[src/core/trx_pkg.sv]
/*
 * trx_pkg: register indices, reset values, field layouts and
 * shared types for the target receive length and response-timing block.
 * Assumes nothing beyond a SystemVerilog compiler.
 */
package trx_pkg;

	// register indices; byte address is four times the index
	localparam logic [7:0] IDX_LIMITS = 8'h1b;
	localparam logic [7:0] IDX_CARD = 8'h1c;
	localparam logic [7:0] IDX_STATUS = 8'h20;
	localparam int ADDR_SHIFT = 2;

	// reset values
	localparam logic [7:0] LIMITS_RST = 8'h00;
	localparam logic [7:0] CARD_RST = 8'h62;

	// field positions
	localparam int CARD_HALT_BIT = 2;

	// length check: field value times four, zero means the largest packet
	localparam int LEN_W = 10;
	localparam int QUAD_SHIFT = 2;
	localparam logic [LEN_W-1:0] ZERO_LEN_BYTES = 10'h100;

	// response time base in data bits
	localparam logic [3:0] RESP_BASE_BITS = 4'h7;

	// the only request code honoured while halted in card mode at 106 kbit
	localparam logic [7:0] REQ_HALTED_CODE = 8'h52;

	// receive bit rate
	typedef enum logic [1:0] {
		RATE_106,
		RATE_212,
		RATE_424
	} trx_rate_t;

	// frame limits register layout
	typedef struct packed {
		logic hold_until_selected;
		logic half_slot_sel;
		logic [5:0] max_len_quads;
	} trx_lim_t;

	// card mode decoder and timing register layout
	typedef struct packed {
		logic [2:0] decoder_sensitivity;
		logic [1:0] decoder_time_const;
		logic card_halted_flag;
		logic [1:0] response_wait_extra;
	} trx_card_t;

	// one received byte or the end of a frame
	typedef struct packed {
		logic valid;
		logic [7:0] data;
		logic frame_end;
		logic is_request;
	} trx_rx_t;

endpackage : trx_pkg

[src/core/trx_top.sv]
/*
 * trx_top: APB register file, halt tracking, anticollision termination,
 * slot selection, length filtering and response timing for target mode.
 * Assumes a synchronous receive front end, a protocol state machine that
 * reports select, polling and halt events, and one clock, pclk.
 */
// Added by the designer: the APB slave port.
`timescale 1ns/100ps
module trx_top
	import trx_pkg::*;
(
	input wire logic pclk, // 20 MHz block clock
	input wire logic presetn, // async reset, active low
	input wire logic psel, // apb select
	input wire logic penable, // apb access phase
	input wire logic pwrite, // apb direction
	input wire logic [7:0] paddr, // apb byte address
	input wire logic [31:0] pwdata, // apb write data
	input wire logic [3:0] pstrb, // apb byte strobes
	output logic [31:0] prdata, // apb read data
	output logic pready, // apb ready
	output logic pslverr, // apb error, unmapped address
	input wire trx_pkg::trx_rate_t rx_rate, // current bit rate
	input wire logic card_mode, // card operation mode
	input wire logic passive_mode, // passive communication
	input wire logic sync_detect_en, // sync detect from mode reg
	input wire logic rf_reset, // rf reset, pulse
	input wire trx_pkg::trx_rx_t rx, // received bytes
	input wire logic bit_tick, // data bit period, pulse
	input wire logic halt_cmd_seen, // state machine halts card
	input wire logic auto_anticollision_cmd_active, // auto anticollision runs
	input wire logic select_done, // type a select completed
	input wire logic polling_done, // polling completed
	input wire logic valid_cmd, // valid command received
	input wire logic tx_req, // transmit wanted, level
	input wire logic bit_sync_ok, // tx bit phase aligned
	output logic auto_anticollision_cmd_end, // end anticollision, pulse
	output logic active_mode_allow, // active mode permitted
	output logic slot_half, // half length time slot
	output logic [2:0] decoder_sensitivity, // miller sensitivity
	output logic [1:0] decoder_time_const, // miller time constant
	output logic pkt_accept, // packet delivered, pulse
	output logic pkt_discard, // packet dropped, pulse
	output logic tx_start, // transmission begins, pulse
	output logic tx_holding // request waits on timing
);

	////////////////////////////////////////////////////////////////////
	// apb decode

	trx_lim_t lim_q;
	trx_lim_t lim_d;
	trx_card_t card_q;
	trx_card_t card_d;
	logic halted_q;
	logic halted_d;
	logic selected_q;
	logic selected_d;
	logic auto_anticollision_cmd_end_q;
	logic slot_half_q;
	logic [31:0] prdata_q;
	logic pslverr_q;
	logic resp_elapsed;
	logic drop_seen_q;

	// decode that the read mux and the write path share
	function automatic logic [2:0] reg_hit(input logic [7:0] addr);
		reg_hit = {addr == (IDX_STATUS << ADDR_SHIFT),
			addr == (IDX_CARD << ADDR_SHIFT),
			addr == (IDX_LIMITS << ADDR_SHIFT)};
	endfunction : reg_hit

	logic setup;
	logic access;
	logic wr;
	logic [2:0] hit;
	logic mapped;
	logic wr_lim;
	logic wr_card;
	logic [7:0] status;

	assign setup = psel && !penable;
	assign access = psel && penable;
	assign hit = reg_hit(paddr);
	assign mapped = |hit;
	// a write lands only with the low byte lane strobed
	assign wr = access && pwrite && pstrb[0] && mapped;
	assign wr_lim = wr && hit[0];
	assign wr_card = wr && hit[1];
	// zero wait state: every access ends in its first access cycle
	assign pready = 1'b1;

	////////////////////////////////////////////////////////////////////
	// registers

	assign lim_d = wr_lim ? trx_lim_t'(pwdata[7:0]) : lim_q;

	// host write and hardware may both set; rf reset always clears
	assign halted_d = rf_reset ? 1'b0 :
		(halt_cmd_seen ? 1'b1 :
		(wr_card ? pwdata[CARD_HALT_BIT] : halted_q));

	always_comb begin
		card_d = card_q;
		if (wr_card) begin
			card_d = trx_card_t'(pwdata[7:0]);
		end
		card_d.card_halted_flag = halted_d;
	end

	// configuration storage
	always_ff @(posedge pclk or negedge presetn) begin
		if (!presetn) begin
			lim_q <= trx_lim_t'(LIMITS_RST);
			card_q <= trx_card_t'(CARD_RST);
		end else begin
			lim_q <= lim_d;
			card_q <= card_d;
		end
	end

	assign halted_q = card_q.card_halted_flag;

	////////////////////////////////////////////////////////////////////
	// read path, registered in the setup cycle

	assign status = {4'h0, drop_seen_q, selected_q, tx_holding, resp_elapsed};

	always_ff @(posedge pclk or negedge presetn) begin
		if (!presetn) begin
			prdata_q <= '0;
			pslverr_q <= 1'b0;
		end else if (setup) begin
			prdata_q <= hit[0] ? {24'h0000_00, lim_q} :
				hit[1] ? {24'h0000_00, card_q} :
				hit[2] ? {24'h0000_00, status} : '0;
			pslverr_q <= !mapped;
		end
	end

	assign prdata = prdata_q;
	// error only shows while the access phase is on the bus
	assign pslverr = access && pslverr_q;

	////////////////////////////////////////////////////////////////////
	// anticollision termination

	logic sel_event;
	logic term_now;

	assign sel_event = select_done || polling_done;
	// selection is remembered only while the command runs
	assign selected_d = (rf_reset || !auto_anticollision_cmd_active || term_now) ? 1'b0 :
		(selected_q || sel_event);
	assign term_now = auto_anticollision_cmd_active && valid_cmd &&
		(!lim_q.hold_until_selected || selected_q);

	always_ff @(posedge pclk or negedge presetn) begin
		if (!presetn) begin
			selected_q <= 1'b0;
			auto_anticollision_cmd_end_q <= 1'b0;
		end else begin
			selected_q <= selected_d;
			auto_anticollision_cmd_end_q <= term_now;
		end
	end

	assign auto_anticollision_cmd_end = auto_anticollision_cmd_end_q;
	assign active_mode_allow = !lim_q.hold_until_selected;

	////////////////////////////////////////////////////////////////////
	// slot length and decoder settings

	// half slot applies only in passive mode at 424 kbit
	always_ff @(posedge pclk or negedge presetn) begin
		if (!presetn) begin
			slot_half_q <= 1'b0;
		end else begin
			slot_half_q <= passive_mode && (rx_rate == RATE_424) &&
				lim_q.half_slot_sel;
		end
	end

	assign slot_half = slot_half_q;
	assign decoder_sensitivity = card_q.decoder_sensitivity;
	assign decoder_time_const = card_q.decoder_time_const;

	////////////////////////////////////////////////////////////////////
	// length filter and response timer

	logic check_en;
	logic halt_filter;

	assign check_en = !((rx_rate == RATE_106) && !sync_detect_en);
	assign halt_filter = halted_q && card_mode && (rx_rate == RATE_106);

	trx_len_filter trx_len_filter_i (
		.pclk(pclk),
		.presetn(presetn),
		.rx(rx),
		.check_en(check_en),
		.max_field(lim_q.max_len_quads),
		.halt_filter(halt_filter),
		.accept(pkt_accept),
		.discard(pkt_discard)
	);

	trx_resp_timer trx_resp_timer_i (
		.pclk(pclk),
		.presetn(presetn),
		.frame_end(rx.frame_end),
		.bit_tick(bit_tick),
		.wait_extra(card_q.response_wait_extra),
		.tx_req(tx_req),
		.bit_sync_ok(bit_sync_ok),
		.elapsed(resp_elapsed),
		.tx_start(tx_start)
	);

	assign tx_holding = tx_req && !resp_elapsed;

	// note for software that a packet was thrown away, held until the next frame end
	always_ff @(posedge pclk or negedge presetn) begin
		if (!presetn) begin
			drop_seen_q <= 1'b0;
		end else begin
			drop_seen_q <= pkt_discard || (drop_seen_q && !rx.frame_end);
		end
	end

	////////////////////////////////////////////////////////////////////
	// assertions

	// helper: data bits since the last frame end, saturating
	logic [3:0] bits_seen_q;
	always_ff @(posedge pclk or negedge presetn) begin
		if (!presetn) begin
			bits_seen_q <= 4'hf;
		end else if (rx.frame_end) begin
			bits_seen_q <= '0;
		end else if (bit_tick && bits_seen_q != 4'hf) begin
			bits_seen_q <= bits_seen_q + 4'h1;
		end
	end

	property p_no_early_tx;
		@(posedge pclk) disable iff (!presetn)
		tx_start |-> $past(bits_seen_q) >= RESP_BASE_BITS + {2'b00, card_q.response_wait_extra};
	endproperty
	a_no_early_tx: assert property (p_no_early_tx)
		else $error("transmit started before minimum response time");

	property p_hold_early;
		@(posedge pclk) disable iff (!presetn)
		(rx.frame_end ##1 tx_req) |-> !tx_start [*3];
	endproperty
	a_hold_early: assert property (p_hold_early)
		else $error("transmit not held after frame end");

	property p_start_late;
		@(posedge pclk) disable iff (!presetn)
		(resp_elapsed && $rose(tx_req && bit_sync_ok) && !rx.frame_end) |=> tx_start;
	endproperty
	a_start_late: assert property (p_start_late)
		else $error("late transmit did not start at once");

	property p_rf_clear;
		@(posedge pclk) disable iff (!presetn)
		rf_reset |=> !card_q.card_halted_flag;
	endproperty
	a_rf_clear: assert property (p_rf_clear)
		else $error("halt flag survived rf reset");

	property p_hw_halt;
		@(posedge pclk) disable iff (!presetn)
		(halt_cmd_seen && !rf_reset) |=> card_q.card_halted_flag;
	endproperty
	a_hw_halt: assert property (p_hw_halt)
		else $error("state machine halt not recorded");

	property p_term_needs_sel;
		@(posedge pclk) disable iff (!presetn)
		(auto_anticollision_cmd_end && $past(lim_q.hold_until_selected)) |->
		$past(selected_q);
	endproperty
	a_term_needs_sel: assert property (p_term_needs_sel)
		else $error("anticollision ended without selection");

	property p_no_active;
		@(posedge pclk) disable iff (!presetn)
		lim_q.hold_until_selected |-> !active_mode_allow;
	endproperty
	a_no_active: assert property (p_no_active)
		else $error("active mode allowed while waiting for selection");

	property p_slot;
		@(posedge pclk) disable iff (!presetn)
		##1 slot_half == $past(passive_mode && rx_rate == RATE_424 &&
		lim_q.half_slot_sel);
	endproperty
	a_slot: assert property (p_slot)
		else $error("slot length selection wrong");

	property p_verdict_once;
		@(posedge pclk) disable iff (!presetn)
		rx.frame_end |=> (pkt_accept ^ pkt_discard);
	endproperty
	a_verdict_once: assert property (p_verdict_once)
		else $error("frame end without exactly one verdict");

	property p_no_check_106;
		@(posedge pclk) disable iff (!presetn)
		(rx.frame_end && rx_rate == RATE_106 && !sync_detect_en &&
		!halt_filter) |=> pkt_accept;
	endproperty
	a_no_check_106: assert property (p_no_check_106)
		else $error("length checked at 106 kbit without sync detect");

	property p_decoder;
		@(posedge pclk) disable iff (!presetn)
		wr_card |=> decoder_sensitivity == $past(pwdata[7:5]) &&
		decoder_time_const == $past(pwdata[4:3]);
	endproperty
	a_decoder: assert property (p_decoder)
		else $error("decoder settings not taken from write");

	c_discard: cover property (@(posedge pclk) disable iff (!presetn) pkt_discard);
	c_hold: cover property (@(posedge pclk) disable iff (!presetn)
		tx_holding ##[1:40] tx_start);
	c_term_sel: cover property (@(posedge pclk) disable iff (!presetn)
		auto_anticollision_cmd_end && lim_q.hold_until_selected);
	c_halt_rf: cover property (@(posedge pclk) disable iff (!presetn)
		halted_q ##1 rf_reset);

endmodule : trx_top

[src/core/trx_len_filter.sv]
/*
 * trx_len_filter: counts the bytes of a received packet and gives an
 * accept or discard verdict at the end of the frame.
 * Assumes frame_end comes in a cycle of its own after the last byte.
 */
`timescale 1ns/100ps
module trx_len_filter
	import trx_pkg::*;
#(
	parameter int CNT_W = trx_pkg::LEN_W
) (
	input wire logic pclk, // block clock
	input wire logic presetn, // async reset, active low
	input wire trx_pkg::trx_rx_t rx, // received byte stream
	input wire logic check_en, // apply the maximum length
	input wire logic [5:0] max_field, // maximum length in quads
	input wire logic halt_filter, // halted, card mode, 106 kbit
	output logic accept, // packet delivered, pulse
	output logic discard // packet dropped, pulse
);
	logic [CNT_W-1:0] cnt_q;
	logic first_q;
	logic bad_q;
	logic accept_q;
	logic discard_q;
	logic [CNT_W-1:0] limit;
	logic over;
	logic req_bad;
	logic [CNT_W-1:0] cnt_inc;

	// zero stands for the largest packet
	assign limit = (max_field == '0) ? CNT_W'(ZERO_LEN_BYTES) :
		CNT_W'({max_field, {QUAD_SHIFT{1'b0}}});
	assign over = check_en && (cnt_q > limit);
	// saturate so a huge packet cannot wrap back under the limit
	assign cnt_inc = (&cnt_q) ? cnt_q : cnt_q + CNT_W'(1);
	assign req_bad = rx.valid && first_q && rx.is_request && halt_filter &&
		(rx.data != REQ_HALTED_CODE);

	// byte counting, cleared at each frame end
	always_ff @(posedge pclk or negedge presetn) begin
		if (!presetn) begin
			cnt_q <= '0;
			first_q <= 1'b1;
			bad_q <= 1'b0;
		end else if (rx.frame_end) begin
			cnt_q <= '0;
			first_q <= 1'b1;
			bad_q <= 1'b0;
		end else if (rx.valid) begin
			cnt_q <= cnt_inc;
			first_q <= 1'b0;
			bad_q <= bad_q | req_bad;
		end
	end

	// verdict at the end of the frame
	always_ff @(posedge pclk or negedge presetn) begin
		if (!presetn) begin
			accept_q <= 1'b0;
			discard_q <= 1'b0;
		end else begin
			accept_q <= rx.frame_end && !(over || bad_q);
			discard_q <= rx.frame_end && (over || bad_q);
		end
	end

	assign accept = accept_q;
	assign discard = discard_q;

endmodule : trx_len_filter

[src/core/trx_resp_timer.sv]
/*
 * trx_resp_timer: counts data bits from the end of a received frame and
 * holds a transmit request until the minimum response time is over.
 * Assumes bit_tick pulses once per data bit of the current receive rate.
 */
`timescale 1ns/100ps
module trx_resp_timer
	import trx_pkg::*;
(
	input wire logic pclk, // block clock
	input wire logic presetn, // async reset, active low
	input wire logic frame_end, // end of last received bit, pulse
	input wire logic bit_tick, // one data bit period, pulse
	input wire logic [1:0] wait_extra, // extra response bits
	input wire logic tx_req, // transmit wanted, level
	input wire logic bit_sync_ok, // transmit bit phase aligned
	output logic elapsed, // minimum response time over
	output logic tx_start // transmission begins, pulse
);
	logic [3:0] cnt_q;
	logic elapsed_q;
	logic start_q;
	logic taken_q;
	logic [3:0] target;
	logic [3:0] cnt_inc;
	logic go;

	assign target = RESP_BASE_BITS + {2'b00, wait_extra};
	assign cnt_inc = cnt_q + 4'h1;
	assign go = tx_req && !taken_q && elapsed_q && bit_sync_ok;

	// bit counter started by the frame end
	always_ff @(posedge pclk or negedge presetn) begin
		if (!presetn) begin
			cnt_q <= '0;
			elapsed_q <= 1'b1;
		end else if (frame_end) begin
			cnt_q <= '0;
			elapsed_q <= 1'b0;
		end else if (bit_tick && !elapsed_q) begin
			cnt_q <= cnt_inc;
			elapsed_q <= (cnt_inc >= target);
		end
	end

	// one start per request; the request must drop before the next
	always_ff @(posedge pclk or negedge presetn) begin
		if (!presetn) begin
			start_q <= 1'b0;
			taken_q <= 1'b0;
		end else begin
			start_q <= go;
			taken_q <= tx_req && (taken_q || go);
		end
	end

	assign elapsed = elapsed_q;
	assign tx_start = start_q;

endmodule : trx_resp_timer

[config.mk]
export PLATFORM = sky130hd
export DESIGN_NAME = trx_top
export DESIGN_NICKNAME = d
export VERILOG_FILES = /design/src/core/trx_pkg.sv /design/src/core/trx_top.sv /design/src/core/trx_len_filter.sv /design/src/core/trx_resp_timer.sv
export SDC_FILE = /design/constraint.sdc
export NUM_CORES = 1
export LEC_CHECK = 0
export BUFFER_PORTS_ARGS = -buffer_cell sky130_fd_sc_hd__buf_2
export CAP_MARGIN = 0
export CORE_MARGIN = 4
export CORE_UTILIZATION = 35
export DETAILED_ROUTE_END_ITERATION = 8
export GPL_TIMING_DRIVEN = 0
export SYNTH_ARGS = -nofsm -noshare
export SYNTH_HDL_FRONTEND = slang
export SYNTH_SLANG_ARGS = --single-unit
[constraint.sdc]
create_clock -name pclk -period 5.9 [get_ports pclk]
set_clock_uncertainty 0.05 [all_clocks]
set_input_delay 0.59 -clock pclk [delete_from_list [all_inputs] [get_ports pclk]]
set_output_delay 0.59 -clock pclk [all_outputs]
set_load 0.05 [all_outputs]
==> results.cfg <==
[final_layout]
final_area_mm2 = 0.00361
fill_cells = 814
final_layout_size_suffix_gt1_share_pct = 34.2
antenna_cells = 0
area_delta_synth_final_pct = 22.3
nNetsFinal = 471
seq_area_mm2 = 0.00126
multiInputGateArea_mm2 = 0.00144

[worst_setup_path]
start_kind = flop
endpoint_kind = flop
reg2reg_from = lim_q[2]
cp.arrival_ns = 2.24
cp_data_required_time_ns = 6.02
path_max_fanout = 4
rr_worst_depth = 7
r2r-end = trx_len_filter_i.accept
reg2reg_setup_slack_ns = 3.78
path_class = reg -> reg

[sta]
fin_tns_setup_ns = 0
maxSlewHeadroom_pct = 26.2
setup_viol = 0
fmax_ghz = 0.471
hold_violations = 0
worst_pin_slew_ns = 1.11
grt_setup_unrepaired = no
slew_violations = 0
finalCriticalPeriod_ns = 2.12
timing.final.crit_share_pct = 36.0
setup_slack_ns = 3.78

[yosys]
synth.distinct_cells = 56
synth.most_common_cell = dfrtp_1
synthArstFlopShare_pct = 100
ys_ff_latch = 50
synth-main-ff-cell = dfrtp_1
yosys.area.top_type_share_pct = 38.2
netlist_top_cells_count = dfrtp_1, buf_4, nand2_1, inv_1, nor2_1
syn_area_per_cell_um2 = 10.3
netlist_instances = 286
ys_top_cells_by_area = dfrtp_1, buf_4, ha_1
synth-edff-count = 0
syn_area_mm2 = 0.00295
ys_seq_area_share_pct = 42.6
yosys_warnings = 0
synth_top_area_cell = dfrtp_1

[routing]
wl_per_cell_um = 13.3
post_drt_via_cell_ratio = 4.64
drt-initial-drc-count = 64
drc = 0
drt_first_pass_iters = 6
vias = 2262
antenna_left = 0
drt-total-wl_um = 6470

[floorplanning]
core_area_mm2 = 0.00822
io_pins = 120
fp.dieH_um = 99.8
rows = 33
initial_core_util_pct = 35.9
die_area_mm2 = 0.00997
fp.dieW_um = 99.8

[global_routing]
overflow = 0
antenna_found_initial = 0
grt_max_degree = 51
grtUsageTotal_pct = 13.3
grt_first_pass_wirelength_um = 10600
grt_pass1_vias = 2155

[placed_design]
dp_slack_ns = 3.66
port_buffers = 66
place_area_mm2 = 0.00350
dp_hpwl_um = 5110
gp_congestion = 0.772

[cts]
ctsResizeCount = 0
htreeDepth = 2
cts.path.max_buffers = 2
cts_inserted_buffers = 5
clock_sinks = 50
cts_setup_buffers = 0
clkTransAtPathRegs_ns = 0.10
hold_buffers = 0
clock_latency_ns = 0.30
cts_root_buf = clkbuf_8
cts_tree = done

[run]
cap_violations = 0

[min_path]
worstHoldStart = rf_reset
hold_depth = 2
worstHoldPathType = in -> reg
worstHoldEndpoint = halted_q

[pwr]
ir_worst_vdd_uv = 110
power_density_mw_per_mm2 = 199
power.total_uw = 718
p_leak_uw = 0.00188

[run_status]
status = finished clean
-- registers in the layout (all words and copies together), names as in the netlist, 2 cells and up --
signal                  count
trx_len_filter_i.cnt_q     10
lim_q                       8
prdata                      8
trx_resp_timer_i.cnt_q      4
decoder_sensitivity         3
card_q                      2
decoder_time_const          2
-- worst max-delay path, stage by stage (launching register included) --
cell     delay (ns)
dfrtp_1        0.45
nor4_1         0.32
nand3_1        0.12
ha_1           0.29
and4b_1        0.21
a41o_1         0.23
a31oi_1        0.24
nor3_1         0.09
-- per-layer routing --
layer / global-route usage (%) / wire, um / share of wire (%) / vias up
met4: 3.15 / 62 / 0.96 / 0
met2: 21.8 / 3060 / 47 / 66
met3: 3.13 / 438 / 6.8 / 5
li1: - / - / - / 1148
met1: 17.8 / 2910 / 45 / 1043
met5: 0 / 0 / 0 / -
-- cell families (layout without fill, tap and decap cells) --
| group | after synthesis | in the layout | synth area share (%) |
|---|---|---|---|
| AO/OA/AOI/OAI | 54 | 54 | 12.5 |
| XOR/XNOR | 9 | 9 | 2.67 |
| adder cells (fa/ha/maj) | 15 | 15 | 6.36 |
| buffers and inverters | 53 | 127 | 11.7 |
| flip-flops | 50 | 50 | 42.6 |
| multiplexers | 14 | 14 | 6.32 |
| other | 2 | 25 | 0.254 |
| AND/OR/NAND/NOR | 89 | 89 | 17.7 |
-- layout make-up --
cell class	count	share of cell area, %
multi-input combinational	206	39.8
sequential	50	34.8
timing repair buffer	66	9.15
buffer	37	7.87
tap	105	3.64
clock buffer	6	2.01
inverter	16	1.66
clock inverter	2	1.04
-- layout by cell type (no fill, tap or decap), drive strengths merged, types with 3 or more instances in the layout --
master and instances:
nor2b 4, nand2 22, nand4 3, and3 7, xnor2 3, xor2 6
nor2 16, a22oi 5, buf 101, a31oi 3, a21o 4, nand2b 3
a21oi 10, dfrtp 45, conb 25, mux2 13, dfstp 5, clkbuf 8
o31ai 6, a2bb2oi 4, o211ai 3, inv 16, nand3 5, ha 15
and4b 3, nor3 8, o21ai 10, a211oi 3
-- where the power goes --
group | internal [uW] | switching (uW) | total [uW]
sequential | 350 | 5.82 | 356
combinational | 43.2 | 80.0 | 123
clock | 127 | 112 | 239
-- how the worst max path moves through the flow --
stage / startpoint / to / slack (ns) / cells after the start
2_1_floorplan: paddr[1] / decoder_sensitivity[2] / 3.89 / 4
3_3_place_gp: paddr[1] / decoder_sensitivity[2] / 3.66 / 5
3_5_place_dp: paddr[1] / decoder_sensitivity[2] / 3.66 / 5
4_1_cts: lim_q[2] / trx_len_filter_i.accept / 3.73 / 7
5_1_grt: lim_q[3] / trx_len_filter_i.accept / 3.60 / 7
6_report: lim_q[2] / trx_len_filter_i.accept / 3.78 / 7
-- metrics by stage --
stage | hold slack (ns) | utilization [%] | instances
detailed placement | 0.415 | 42.6 | 480
floorplan | 0.244 | - | 309
CTS | 0.389 | 43.9 | 488
finish | 0.399 | 43.9 | 488
global placement | 0.406 | 42.6 | 480
global route | 0.380 | 43.9 | 488
(Power assumes the default switching activity.)
